## src/hw/fspg_defs.svh

```systemverilog
/*
 flash self-program guard constants: register offsets, field positions,
 reset values and timing counts.
 assumes inclusion by bare name from the modules and the bench.
*/
`ifndef FSPG_DEFS_SVH
`define FSPG_DEFS_SVH

// register word offsets (byte addresses, one 32-bit word each)
`define FSPG_REG_CTRL 8'h00
`define FSPG_REG_LOCK 8'h04
`define FSPG_REG_STAT 8'h08
`define FSPG_REG_CFG 8'h0c

// control register fields
`define FSPG_CTRL_ENABLE 0
`define FSPG_CTRL_REEN 1
`define FSPG_CTRL_LOCKSET 2
`define FSPG_CTRL_CHIPERASE 3

// lock register fields (app field in [1:0], boot field in [3:2])
`define FSPG_LOCK_APP_LO 0
`define FSPG_LOCK_APP_HI 1
`define FSPG_LOCK_BOOT_LO 2
`define FSPG_LOCK_BOOT_HI 3
`define FSPG_LOCK_RESET 4'hf

// config register fields
`define FSPG_CFG_VEC_BOOT 0
`define FSPG_CFG_PROG_MODE 1

// status register fields
`define FSPG_STAT_BUSY 0
`define FSPG_STAT_HALT 1
`define FSPG_STAT_ACTIVE 2
`define FSPG_STAT_REJECT 3
`define FSPG_STAT_ENABLE 4

// arming window of the enable, in instruction-issue cycles
`define FSPG_ARM_CYCLES 3'h4

`endif

```

## src/hw/fspg_pkg.sv

```systemverilog
/*
 flash self-program guard types.
 assumes fspg_defs.svh sits on the include path.
*/
package fspg_pkg;
   // kind of program-memory request from the cpu core
   typedef enum logic [1:0] {
      FSPG_OP_LOAD,
      FSPG_OP_ERASE,
      FSPG_OP_WRITE,
      FSPG_OP_PAGELOAD
   } fspg_op_t;

   // one program-memory instruction issued by the cpu core
   typedef struct packed {
      logic valid;
      fspg_op_t op;
      logic [15:0] exec_addr;
      logic [15:0] target_addr;
   } fspg_req_t;

   // decisions handed back to the core and to the flash macro
   typedef struct packed {
      logic start;
      logic start_halting;
      logic load_ok;
      logic load_blocked;
   } fspg_grant_t;
endpackage : fspg_pkg

```

## src/hw/fspg_section_dec.sv

```systemverilog
/*
 section decoder: classifies one flash word address as boot or
 application section and as halting or read-during-write section.
 assumes word addresses and a boot size code from the fuses.
*/
`timescale 1ns/1ps
`include "fspg_defs.svh"

module fspg_section_dec
   import fspg_pkg::*;
#(
   parameter int ADDR_W = 12,
   parameter int HALT_LIMIT = 3072
) (
   // fuse setting and address under test
   input wire logic [1:0] boot_size_fuses,
   input wire logic [ADDR_W-1:0] addr,
   // classification
   output logic in_boot,
   output logic in_halting
);
   // boot start for each fuse code; the largest boot size must still
   // sit at or above HALT_LIMIT so boot stays inside the halting section
   function automatic logic [ADDR_W-1:0] boot_start(input logic [1:0] f);
      logic [ADDR_W:0] top;
      top = (ADDR_W+1)'(1) << ADDR_W;
      case (f)
         2'h3: boot_start = ADDR_W'(top - (ADDR_W+1)'(128));
         2'h2: boot_start = ADDR_W'(top - (ADDR_W+1)'(256));
         2'h1: boot_start = ADDR_W'(top - (ADDR_W+1)'(512));
         default: boot_start = ADDR_W'(top - (ADDR_W+1)'(1024));
      endcase
   endfunction : boot_start

   // boundary placed by fuses, halting limit fixed
   assign in_boot = addr >= boot_start(boot_size_fuses);
   assign in_halting = in_boot || (addr >= ADDR_W'(HALT_LIMIT));
endmodule : fspg_section_dec

```

## src/hw/fspg_guard.sv

```systemverilog
/*
 flash self-program guard: decides whether store-program requests may
 start an erase or write, whether program loads may read across
 sections, stalls the cpu for halting-section operations, and keeps the
 section busy flag. registers reached over classic wishbone.
 assumes the flash macro reports completion with flash_done and that the
 cpu core presents one request per cycle on req.
*/
// Behaviour
// - no programming started from application code
// - boot code may program any page
// - fuses place boundary; separate lock fields
// - read-during-write operation keeps cpu running
// - halting-section operation stalls cpu throughout
// - boot section always inside halting section
// - busy flag reads one while blocked
// - busy set on busy-section start; cleared by reenable/pageload
// - locks set by software; chip erase clears
// - general lock modes ignore self programming
// - app lock 11: no app restriction
// - app lock 10/00 blocks app programming
// - app lock 00/01 blocks boot loads
// - app lock 00/01 masks interrupts in app
// - boot lock 11: no boot restriction
// - boot lock 10/00 blocks boot programming
// - boot lock 00/01 blocks app loads
// - boot lock 00/01 masks interrupts in boot
`timescale 1ns/1ps
`include "fspg_defs.svh"

module fspg_guard
   import fspg_pkg::*;
#(
   parameter int ADDR_W = 12,
   parameter int HALT_LIMIT = 3072
) (
   // clock and reset
   input wire logic core_clk,
   input wire logic sys_rst,
   // wishbone slave
   input wire logic wb_cyc_i,
   input wire logic wb_stb_i,
   input wire logic wb_we_i,
   input wire logic [7:0] wb_adr_i,
   input wire logic [3:0] wb_sel_i,
   input wire logic [31:0] wb_dat_i,
   output logic [31:0] wb_dat_o,
   output logic wb_ack_o,
   // fuses and general memory lock (the latter deliberately unused)
   input wire logic [1:0] boot_size_fuses,
   input wire logic [1:0] mem_lock_mode,
   // cpu core side
   input wire fspg_req_t req,
   input wire logic [ADDR_W-1:0] pc_addr,
   output fspg_grant_t grant,
   output logic cpu_halt,
   output logic irq_mask,
   // flash macro side
   input wire logic flash_done,
   output logic [ADDR_W-1:0] flash_page_addr
);
   typedef enum {ST_IDLE, ST_RUN_BUSY, ST_RUN_HALT} fspg_state_t;

   fspg_state_t state_q;
   logic [3:0] lock_q;
   logic [1:0] cfg_q;
   logic [2:0] arm_cnt_q;
   logic reen_q;
   logic busy_q;
   logic reject_q;
   logic ack_q;
   logic [31:0] dat_q;
   logic [ADDR_W-1:0] page_q;
   logic [1:0] app_lock_field;
   logic [1:0] boot_lock_field;
   logic exec_boot, exec_halting, tgt_boot, tgt_halting, pc_boot, pc_halting;
   logic armed, is_prog, prog_ok, prog_start, wr_stb, rd_stb;
   logic load_ok, pageload_go;

   // section decode of executing, target and current fetch address
   fspg_section_dec #(.ADDR_W(ADDR_W), .HALT_LIMIT(HALT_LIMIT)) u_dec_exec (
      .boot_size_fuses(boot_size_fuses),
      .addr(req.exec_addr[ADDR_W-1:0]),
      .in_boot(exec_boot),
      .in_halting(exec_halting)
   );
   fspg_section_dec #(.ADDR_W(ADDR_W), .HALT_LIMIT(HALT_LIMIT)) u_dec_tgt (
      .boot_size_fuses(boot_size_fuses),
      .addr(req.target_addr[ADDR_W-1:0]),
      .in_boot(tgt_boot),
      .in_halting(tgt_halting)
   );
   fspg_section_dec #(.ADDR_W(ADDR_W), .HALT_LIMIT(HALT_LIMIT)) u_dec_pc (
      .boot_size_fuses(boot_size_fuses),
      .addr(pc_addr),
      .in_boot(pc_boot),
      .in_halting(pc_halting)
   );

   // separate lock fields, one per section
   assign app_lock_field =
      lock_q[`FSPG_LOCK_APP_HI:`FSPG_LOCK_APP_LO];
   assign boot_lock_field =
      lock_q[`FSPG_LOCK_BOOT_HI:`FSPG_LOCK_BOOT_LO];

   // write protection: lower bit programmed (codes 10 and 00)
   function automatic logic wr_locked(input logic [1:0] f);
      wr_locked = !f[0];
   endfunction : wr_locked

   // read protection: upper bit programmed (codes 01 and 00)
   function automatic logic rd_locked(input logic [1:0] f);
      rd_locked = (f == 2'h0) || (f == 2'h1);
   endfunction : rd_locked

   // bus strobes; one-cycle ack so a held request is seen once
   assign wr_stb = wb_cyc_i && wb_stb_i && wb_we_i && !ack_q;
   assign rd_stb = wb_cyc_i && wb_stb_i && !wb_we_i && !ack_q;

   assign armed = arm_cnt_q != 3'h0;
   assign is_prog = req.valid &&
      ((req.op == FSPG_OP_ERASE) || (req.op == FSPG_OP_WRITE));

   // permission for erase or write; mem_lock_mode plays no part
   always_comb begin
      prog_ok = armed && (state_q == ST_IDLE) && !reen_q;
      if (!exec_boot) begin
         prog_ok = 1'b0;
      end else if (tgt_boot) begin
         // boot code may rewrite the boot section itself
         prog_ok = prog_ok && !wr_locked(boot_lock_field);
      end else begin
         prog_ok = prog_ok && !wr_locked(app_lock_field);
      end
   end

   assign prog_start = is_prog && prog_ok;
   assign pageload_go = req.valid && armed && (req.op == FSPG_OP_PAGELOAD);

   // load permission; cross-section reads gated by the target's lock
   always_comb begin
      load_ok = 1'b1;
      if (busy_q && !tgt_halting) begin
         load_ok = 1'b0;
      end else if (exec_boot && !tgt_boot) begin
         load_ok = !rd_locked(app_lock_field);
      end else if (!exec_boot && tgt_boot) begin
         load_ok = !rd_locked(boot_lock_field);
      end
   end

   assign grant.start = prog_start;
   assign grant.start_halting = prog_start && tgt_halting;
   assign grant.load_ok = req.valid && (req.op == FSPG_OP_LOAD) && load_ok;
   assign grant.load_blocked = req.valid && (req.op == FSPG_OP_LOAD) &&
      !load_ok;

   // halting operation stalls the core, busy-section operation does not
   assign cpu_halt = (state_q == ST_RUN_HALT);

   // interrupts held off when vectors sit outside the read-protected section that is executing
   always_comb begin
      irq_mask = 1'b0;
      if (cfg_q[`FSPG_CFG_VEC_BOOT] && !pc_boot) begin
         irq_mask = rd_locked(app_lock_field);
      end else if (!cfg_q[`FSPG_CFG_VEC_BOOT] && pc_boot) begin
         irq_mask = rd_locked(boot_lock_field);
      end
   end

   assign flash_page_addr = page_q;

   // operation sequencer; a rejected request never leaves idle
   always_ff @(posedge core_clk) begin
      if (sys_rst) begin
         state_q <= ST_IDLE;
      end else begin
         case (state_q)
            ST_IDLE: begin
               if (prog_start && tgt_halting) begin
                  state_q <= ST_RUN_HALT;
               end else if (prog_start) begin
                  state_q <= ST_RUN_BUSY;
               end
            end
            ST_RUN_BUSY: begin
               if (flash_done) begin
                  state_q <= ST_IDLE;
               end
            end
            ST_RUN_HALT: begin
               if (flash_done) begin
                  state_q <= ST_IDLE;
               end
            end
            default: state_q <= ST_IDLE;
         endcase
      end
   end

   // page address latched at start, so the core may reuse its pointer
   always_ff @(posedge core_clk) begin
      if (sys_rst) begin
         page_q <= '0;
      end else if (prog_start) begin
         page_q <= req.target_addr[ADDR_W-1:0];
      end
   end

   // enable window: armed for a few cycles, cleared by the next request
   always_ff @(posedge core_clk) begin
      if (sys_rst) begin
         arm_cnt_q <= 3'h0;
      end else if (wr_stb && wb_adr_i == `FSPG_REG_CTRL && wb_sel_i[0] &&
                   wb_dat_i[`FSPG_CTRL_ENABLE]) begin
         arm_cnt_q <= `FSPG_ARM_CYCLES;
      end else if (req.valid && armed) begin
         arm_cnt_q <= 3'h0;
      end else if (armed) begin
         arm_cnt_q <= arm_cnt_q - 3'h1;
      end
   end

   // re-enable request rides on the same enable window
   always_ff @(posedge core_clk) begin
      if (sys_rst) begin
         reen_q <= 1'b0;
      end else if (wr_stb && wb_adr_i == `FSPG_REG_CTRL && wb_sel_i[0]) begin
         reen_q <= wb_dat_i[`FSPG_CTRL_REEN] && wb_dat_i[`FSPG_CTRL_ENABLE];
      end else if ((req.valid && armed) || arm_cnt_q == 3'h1) begin
         reen_q <= 1'b0;
      end
   end

   // busy flag: a start wins over any clear in the same cycle
   always_ff @(posedge core_clk) begin
      if (sys_rst) begin
         busy_q <= 1'b0;
      end else if (prog_start && !tgt_halting) begin
         busy_q <= 1'b1;
      end else if (pageload_go && state_q == ST_IDLE) begin
         busy_q <= 1'b0;
      end else if (reen_q && req.valid && armed && state_q == ST_IDLE) begin
         busy_q <= 1'b0;
      end
   end

   // rejected programming is recorded and otherwise closes the enable window, also clearing busy if a re-enable is pending in idle
   always_ff @(posedge core_clk) begin
      if (sys_rst) begin
         reject_q <= 1'b0;
      end else if (is_prog && !prog_ok) begin
         reject_q <= 1'b1;
      end else if (wr_stb && wb_adr_i == `FSPG_REG_STAT && wb_sel_i[0] &&
                   wb_dat_i[`FSPG_STAT_REJECT]) begin
         reject_q <= 1'b0;
      end
   end

   // lock bits: software or programming mode may only program (clear)
   // bits; only a chip erase or sys_rst restores the unprogrammed state
   always_ff @(posedge core_clk) begin
      if (sys_rst) begin
         lock_q <= `FSPG_LOCK_RESET;
      end else if (wr_stb && wb_adr_i == `FSPG_REG_CTRL && wb_sel_i[0] &&
                   wb_dat_i[`FSPG_CTRL_CHIPERASE] &&
                   cfg_q[`FSPG_CFG_PROG_MODE]) begin
         lock_q <= `FSPG_LOCK_RESET;
      end else if (wr_stb && wb_adr_i == `FSPG_REG_LOCK && wb_sel_i[0] &&
                   (cfg_q[`FSPG_CFG_PROG_MODE] || exec_boot)) begin
         lock_q <= lock_q & wb_dat_i[3:0];
      end
   end

   // configuration: vector placement and programming-mode strap
   always_ff @(posedge core_clk) begin
      if (sys_rst) begin
         cfg_q <= 2'h0;
      end else if (wr_stb && wb_adr_i == `FSPG_REG_CFG && wb_sel_i[0]) begin
         cfg_q <= wb_dat_i[1:0];
      end
   end

   // read mux; unmapped addresses read zero and still ack
   always_ff @(posedge core_clk) begin
      if (sys_rst) begin
         dat_q <= 32'h0;
      end else if (rd_stb) begin
         if (wb_adr_i == `FSPG_REG_CTRL) begin
            dat_q <= {28'h0, 2'h0, reen_q, armed};
         end else if (wb_adr_i == `FSPG_REG_LOCK) begin
            dat_q <= {28'h0, lock_q};
         end else if (wb_adr_i == `FSPG_REG_STAT) begin
            dat_q <= {27'h0, armed || state_q != ST_IDLE, reject_q,
                      state_q != ST_IDLE, cpu_halt, busy_q};
         end else if (wb_adr_i == `FSPG_REG_CFG) begin
            dat_q <= {30'h0, cfg_q};
         end else begin
            dat_q <= 32'h0;
         end
      end
   end

   // single-cycle acknowledge, dropped the cycle after
   always_ff @(posedge core_clk) begin
      if (sys_rst) begin
         ack_q <= 1'b0;
      end else begin
         ack_q <= wb_cyc_i && wb_stb_i && !ack_q;
      end
   end

   assign wb_ack_o = ack_q;
   assign wb_dat_o = dat_q;
endmodule : fspg_guard

```

## config.mk

```make
export PLATFORM = sky130hd
export DESIGN_NAME = fspg_guard
export DESIGN_NICKNAME = d
export VERILOG_FILES = /design/src/hw/fspg_pkg.sv /design/src/hw/fspg_section_dec.sv /design/src/hw/fspg_guard.sv
export VERILOG_INCLUDE_DIRS = /design/src /design/src/hw
export SDC_FILE = /design/constraint.sdc
export NUM_CORES = 1
export LEC_CHECK = 0
export BUFFER_PORTS_ARGS = -buffer_cell sky130_fd_sc_hd__buf_2
export CORE_ASPECT_RATIO = 1.4
export CORE_UTILIZATION = 41
export CTS_CLUSTER_DIAMETER = 60
export DETAILED_ROUTE_END_ITERATION = 16
export PLACE_DENSITY = 0.8
export SYNTH_ARGS = -nofsm -noshare
export SYNTH_HDL_FRONTEND = slang
export SYNTH_SLANG_ARGS = --single-unit
```

## constraint.sdc

```tcl
create_clock -name core_clk -period 3.2 [get_ports core_clk]
set_input_delay 0.64 -clock core_clk [delete_from_list [all_inputs] [get_ports core_clk]]
set_output_delay 0.64 -clock core_clk [all_outputs]
set_load 0.005 [all_outputs]
```

==> out/metrics.yaml <==
crit_chain: "buf_6 > and2_4 > ha_4 > or4b_4 > o21ai_2 > a21o_1 > a21oi_2 > or4_1 > o21ai_1 > buf_2"
clockBufferDepth: 2
drive_above_1_share_pct: 35.48
syn_inst: 246
drv_cap: 0
power.leakage_nw: 1.250
synth_top_area_share_pct: 30.81
grt_pass1_vias: 1888
vias: 2014
power_density_nw_per_um2: 389.1
crit_arrival_ns: 2.52
final_cell_count_no_fill: 405
yosys.area.top_type: "dfxtp_1"
clk_latency_ns: 0.28
cts_buffers: 5
rsz0062_at_grt: "true"
synth_seq_cells: 32
critPathKind: "in2out"
async_reset_ff_share_pct: 0
slowest_stage: "or4b_4"
synthTopCellsByCount: "dfxtp_1 (32), nor2_1 (29), buf_4 (28)"
end_kind: "primary output"
finClkSkew_ns: 0.002900
status: "finished, final reports clean"
clock-sinks: 32
ys_top_cells_by_area: "dfxtp_1 (31%), buf_4 (10%), ha_1 (9.6%)"
grt_max_degree: 30
yosys.cell_count.top_type: "dfxtp_1"
synth_area_um2: 2079
worst_pin_slew_ns: 0.5422
fin_hold_ws_ns: 0.4621
rows: 30
ys_types: 47
nFillCells: 451
dominantRegCellSynth: "dfxtp_1"
dp_hpwl_mm: 3.836
grt_overflow: 0
critPathMaxFanout: 3
dieArea_um2: 5365
viasPerCell: 4.973
drt-initial-drc-count: 48
cts_hold_buf: 0
antenna_found_initial: 0
period_share_pct: 98.66
slew-limit-headroom_pct: 63.86
layout-area-overhead-vs-synth_pct: 28.10
yosys_warnings: 0
start_util_pct: 42.62
setup_viol: 0
drt_first_pass_iters: 4
die_x_um: 62.19
final_antenna_net_count: 0
critPathRequiredTime_ns: 2.56
synth-edff-count: 0
core_um2: 4880
grtUsageTotal_pct: 18.60
grt_pass1_wl_mm: 7.962
wl_per_cell_um: 11.92
drt-total-wl_mm: 4.827
dieHeight_um: 86.27
yosysSeqAreaShare_pct: 30.81
worst_hold_path_type: "reg2reg"
io_buffers: 83
clk_pin_slew_ns: 0.07
slowest_delay_ns: 0.45
drv_slew: 0
fin_crit_ns: 3.157
finalHoldViolCount: 0
dp.cells: 396
cts_root_buf: "clkbuf_8"
final_nets: 457
max_freq_mhz: 316.7
cts_max_level: 2
ir_drop_mv: 0.2899
drc: 0
final_util_pct: 54.59
power.total_mw: 1.036
diodes: 0
globalplace.congestion: 0.8160
ios: 152
cts_tree: "yes"
crit_path_start_kind: "input pin"
syn_avg_cell_area_um2: 8.453
-- final timing paths --
path	end	slack, ns	depth (start not counted)	start
worst max-delay path	irq_mask	0.04	10	boot_size_fuses[0]
worst min-delay path	flash_page_addr[9]$_SDFFE_PP0P_	0.46	2	flash_page_addr[9]$_SDFFE_PP0P_
worst max register to register	flash_page_addr[5]$_SDFFE_PP0P_	1.15	10	arm_cnt_q[0]$_SDFFE_PP0N_
worst min register to register	flash_page_addr[9]$_SDFFE_PP0P_	0.46	2	flash_page_addr[9]$_SDFFE_PP0P_
-- cell type report --
type / count / area [um2] / share of cell area [%]
clock buffers: 7 / 86.33 / 3.241
clock inverters: 1 / 7.507 / 0.2818
inverters: 15 / 58.81 / 2.208
repair buffers: 94 / 504.2 / 18.93
multi-input cells: 192 / 1286 / 48.29
well taps: 64 / 80.08 / 3.006
flip-flops and latches: 32 / 640.6 / 24.05
-- kinds of logic (layout without fill, tap and decap cells) --
family / after synthesis / in the layout / share of synthesized area (%)
fa+ha+maj: 16 / 16 / 9.627
other cells: 1 / 27 / 0.1803
flops: 32 / 32 / 30.81
mux: 15 / 15 / 8.423
simple gates: 90 / 90 / 22.26
compound gates: 44 / 44 / 14.50
buf+inv: 48 / 117 / 14.20
-- cell usage in the layout, fill, tap and decap left out, drive strengths merged, types with 4 or more instances in the layout --
| master | instances |
|---|---|
| a21oi | 10 |
| a22oi | 4 |
| buf | 94 |
| clkbuf | 7 |
| conb | 27 |
| dfxtp | 32 |
| ha | 16 |
| inv | 15 |
| mux2i | 13 |
| nand2 | 21 |
| nand2b | 4 |
| nand3 | 4 |
| nor2 | 29 |
| nor2b | 4 |
| nor3 | 6 |
| o21ai | 12 |
-- per-layer routing --
metal | GRT usage, % | up-vias | wire length, um
li1 | - | 991 | -
met5 | 0 | - | 0
met3 | 4.737 | 11 | 323
met1 | 18.03 | 922 | 1838
met2 | 36.56 | 90 | 2557
met4 | 8.457 | 0 | 107
-- critical path: cells and delay by family --
kind	cells	cell delay (ns)
AND/OR/NAND/NOR	3	0.99
adder cells (fa/ha/maj)	1	0.26
AO/OA/AOI/OAI	4	0.41
buffers and inverters	2	0.22
-- power breakdown --
group	switching, mW	internal, mW	total [mW]
Clock	0.148	0.175	0.323
Sequential	0.0122	0.416	0.428
Combinational	0.160	0.126	0.286
-- sequential cells by signal (all words and copies together), names as in the netlist --
signal / count
flash_page_addr: 12
wb_dat_o: 5
lock_q: 4
arm_cnt_q: 3
cfg_q: 2
state_q: 2
busy_q: 1
reen_q: 1
reject_q: 1
wb_ack_o: 1
-- stage by stage --
stage	worst slack, ns	setup TNS (ns)	instance area [um2]
after floorplan	0.2367	0	2177
after global placement	-0.1638	-0.3460	2511
after detailed placement	-0.1229	-0.2731	2511
after CTS	0.005553	0	2646
after global routing	-0.07951	-0.1426	2664
final	0.04276	0	2664
-- what timing repair did --
action / in CTS / in global routing
setup buffers: 1 / 0
pin swaps: 5 / 1
resized for setup: 7 / 3
endpoints found under the setup margin: 3 / 4
endpoints found under the hold margin: 0 / 0
Note: power is estimated with default switching activity, not from simulation.
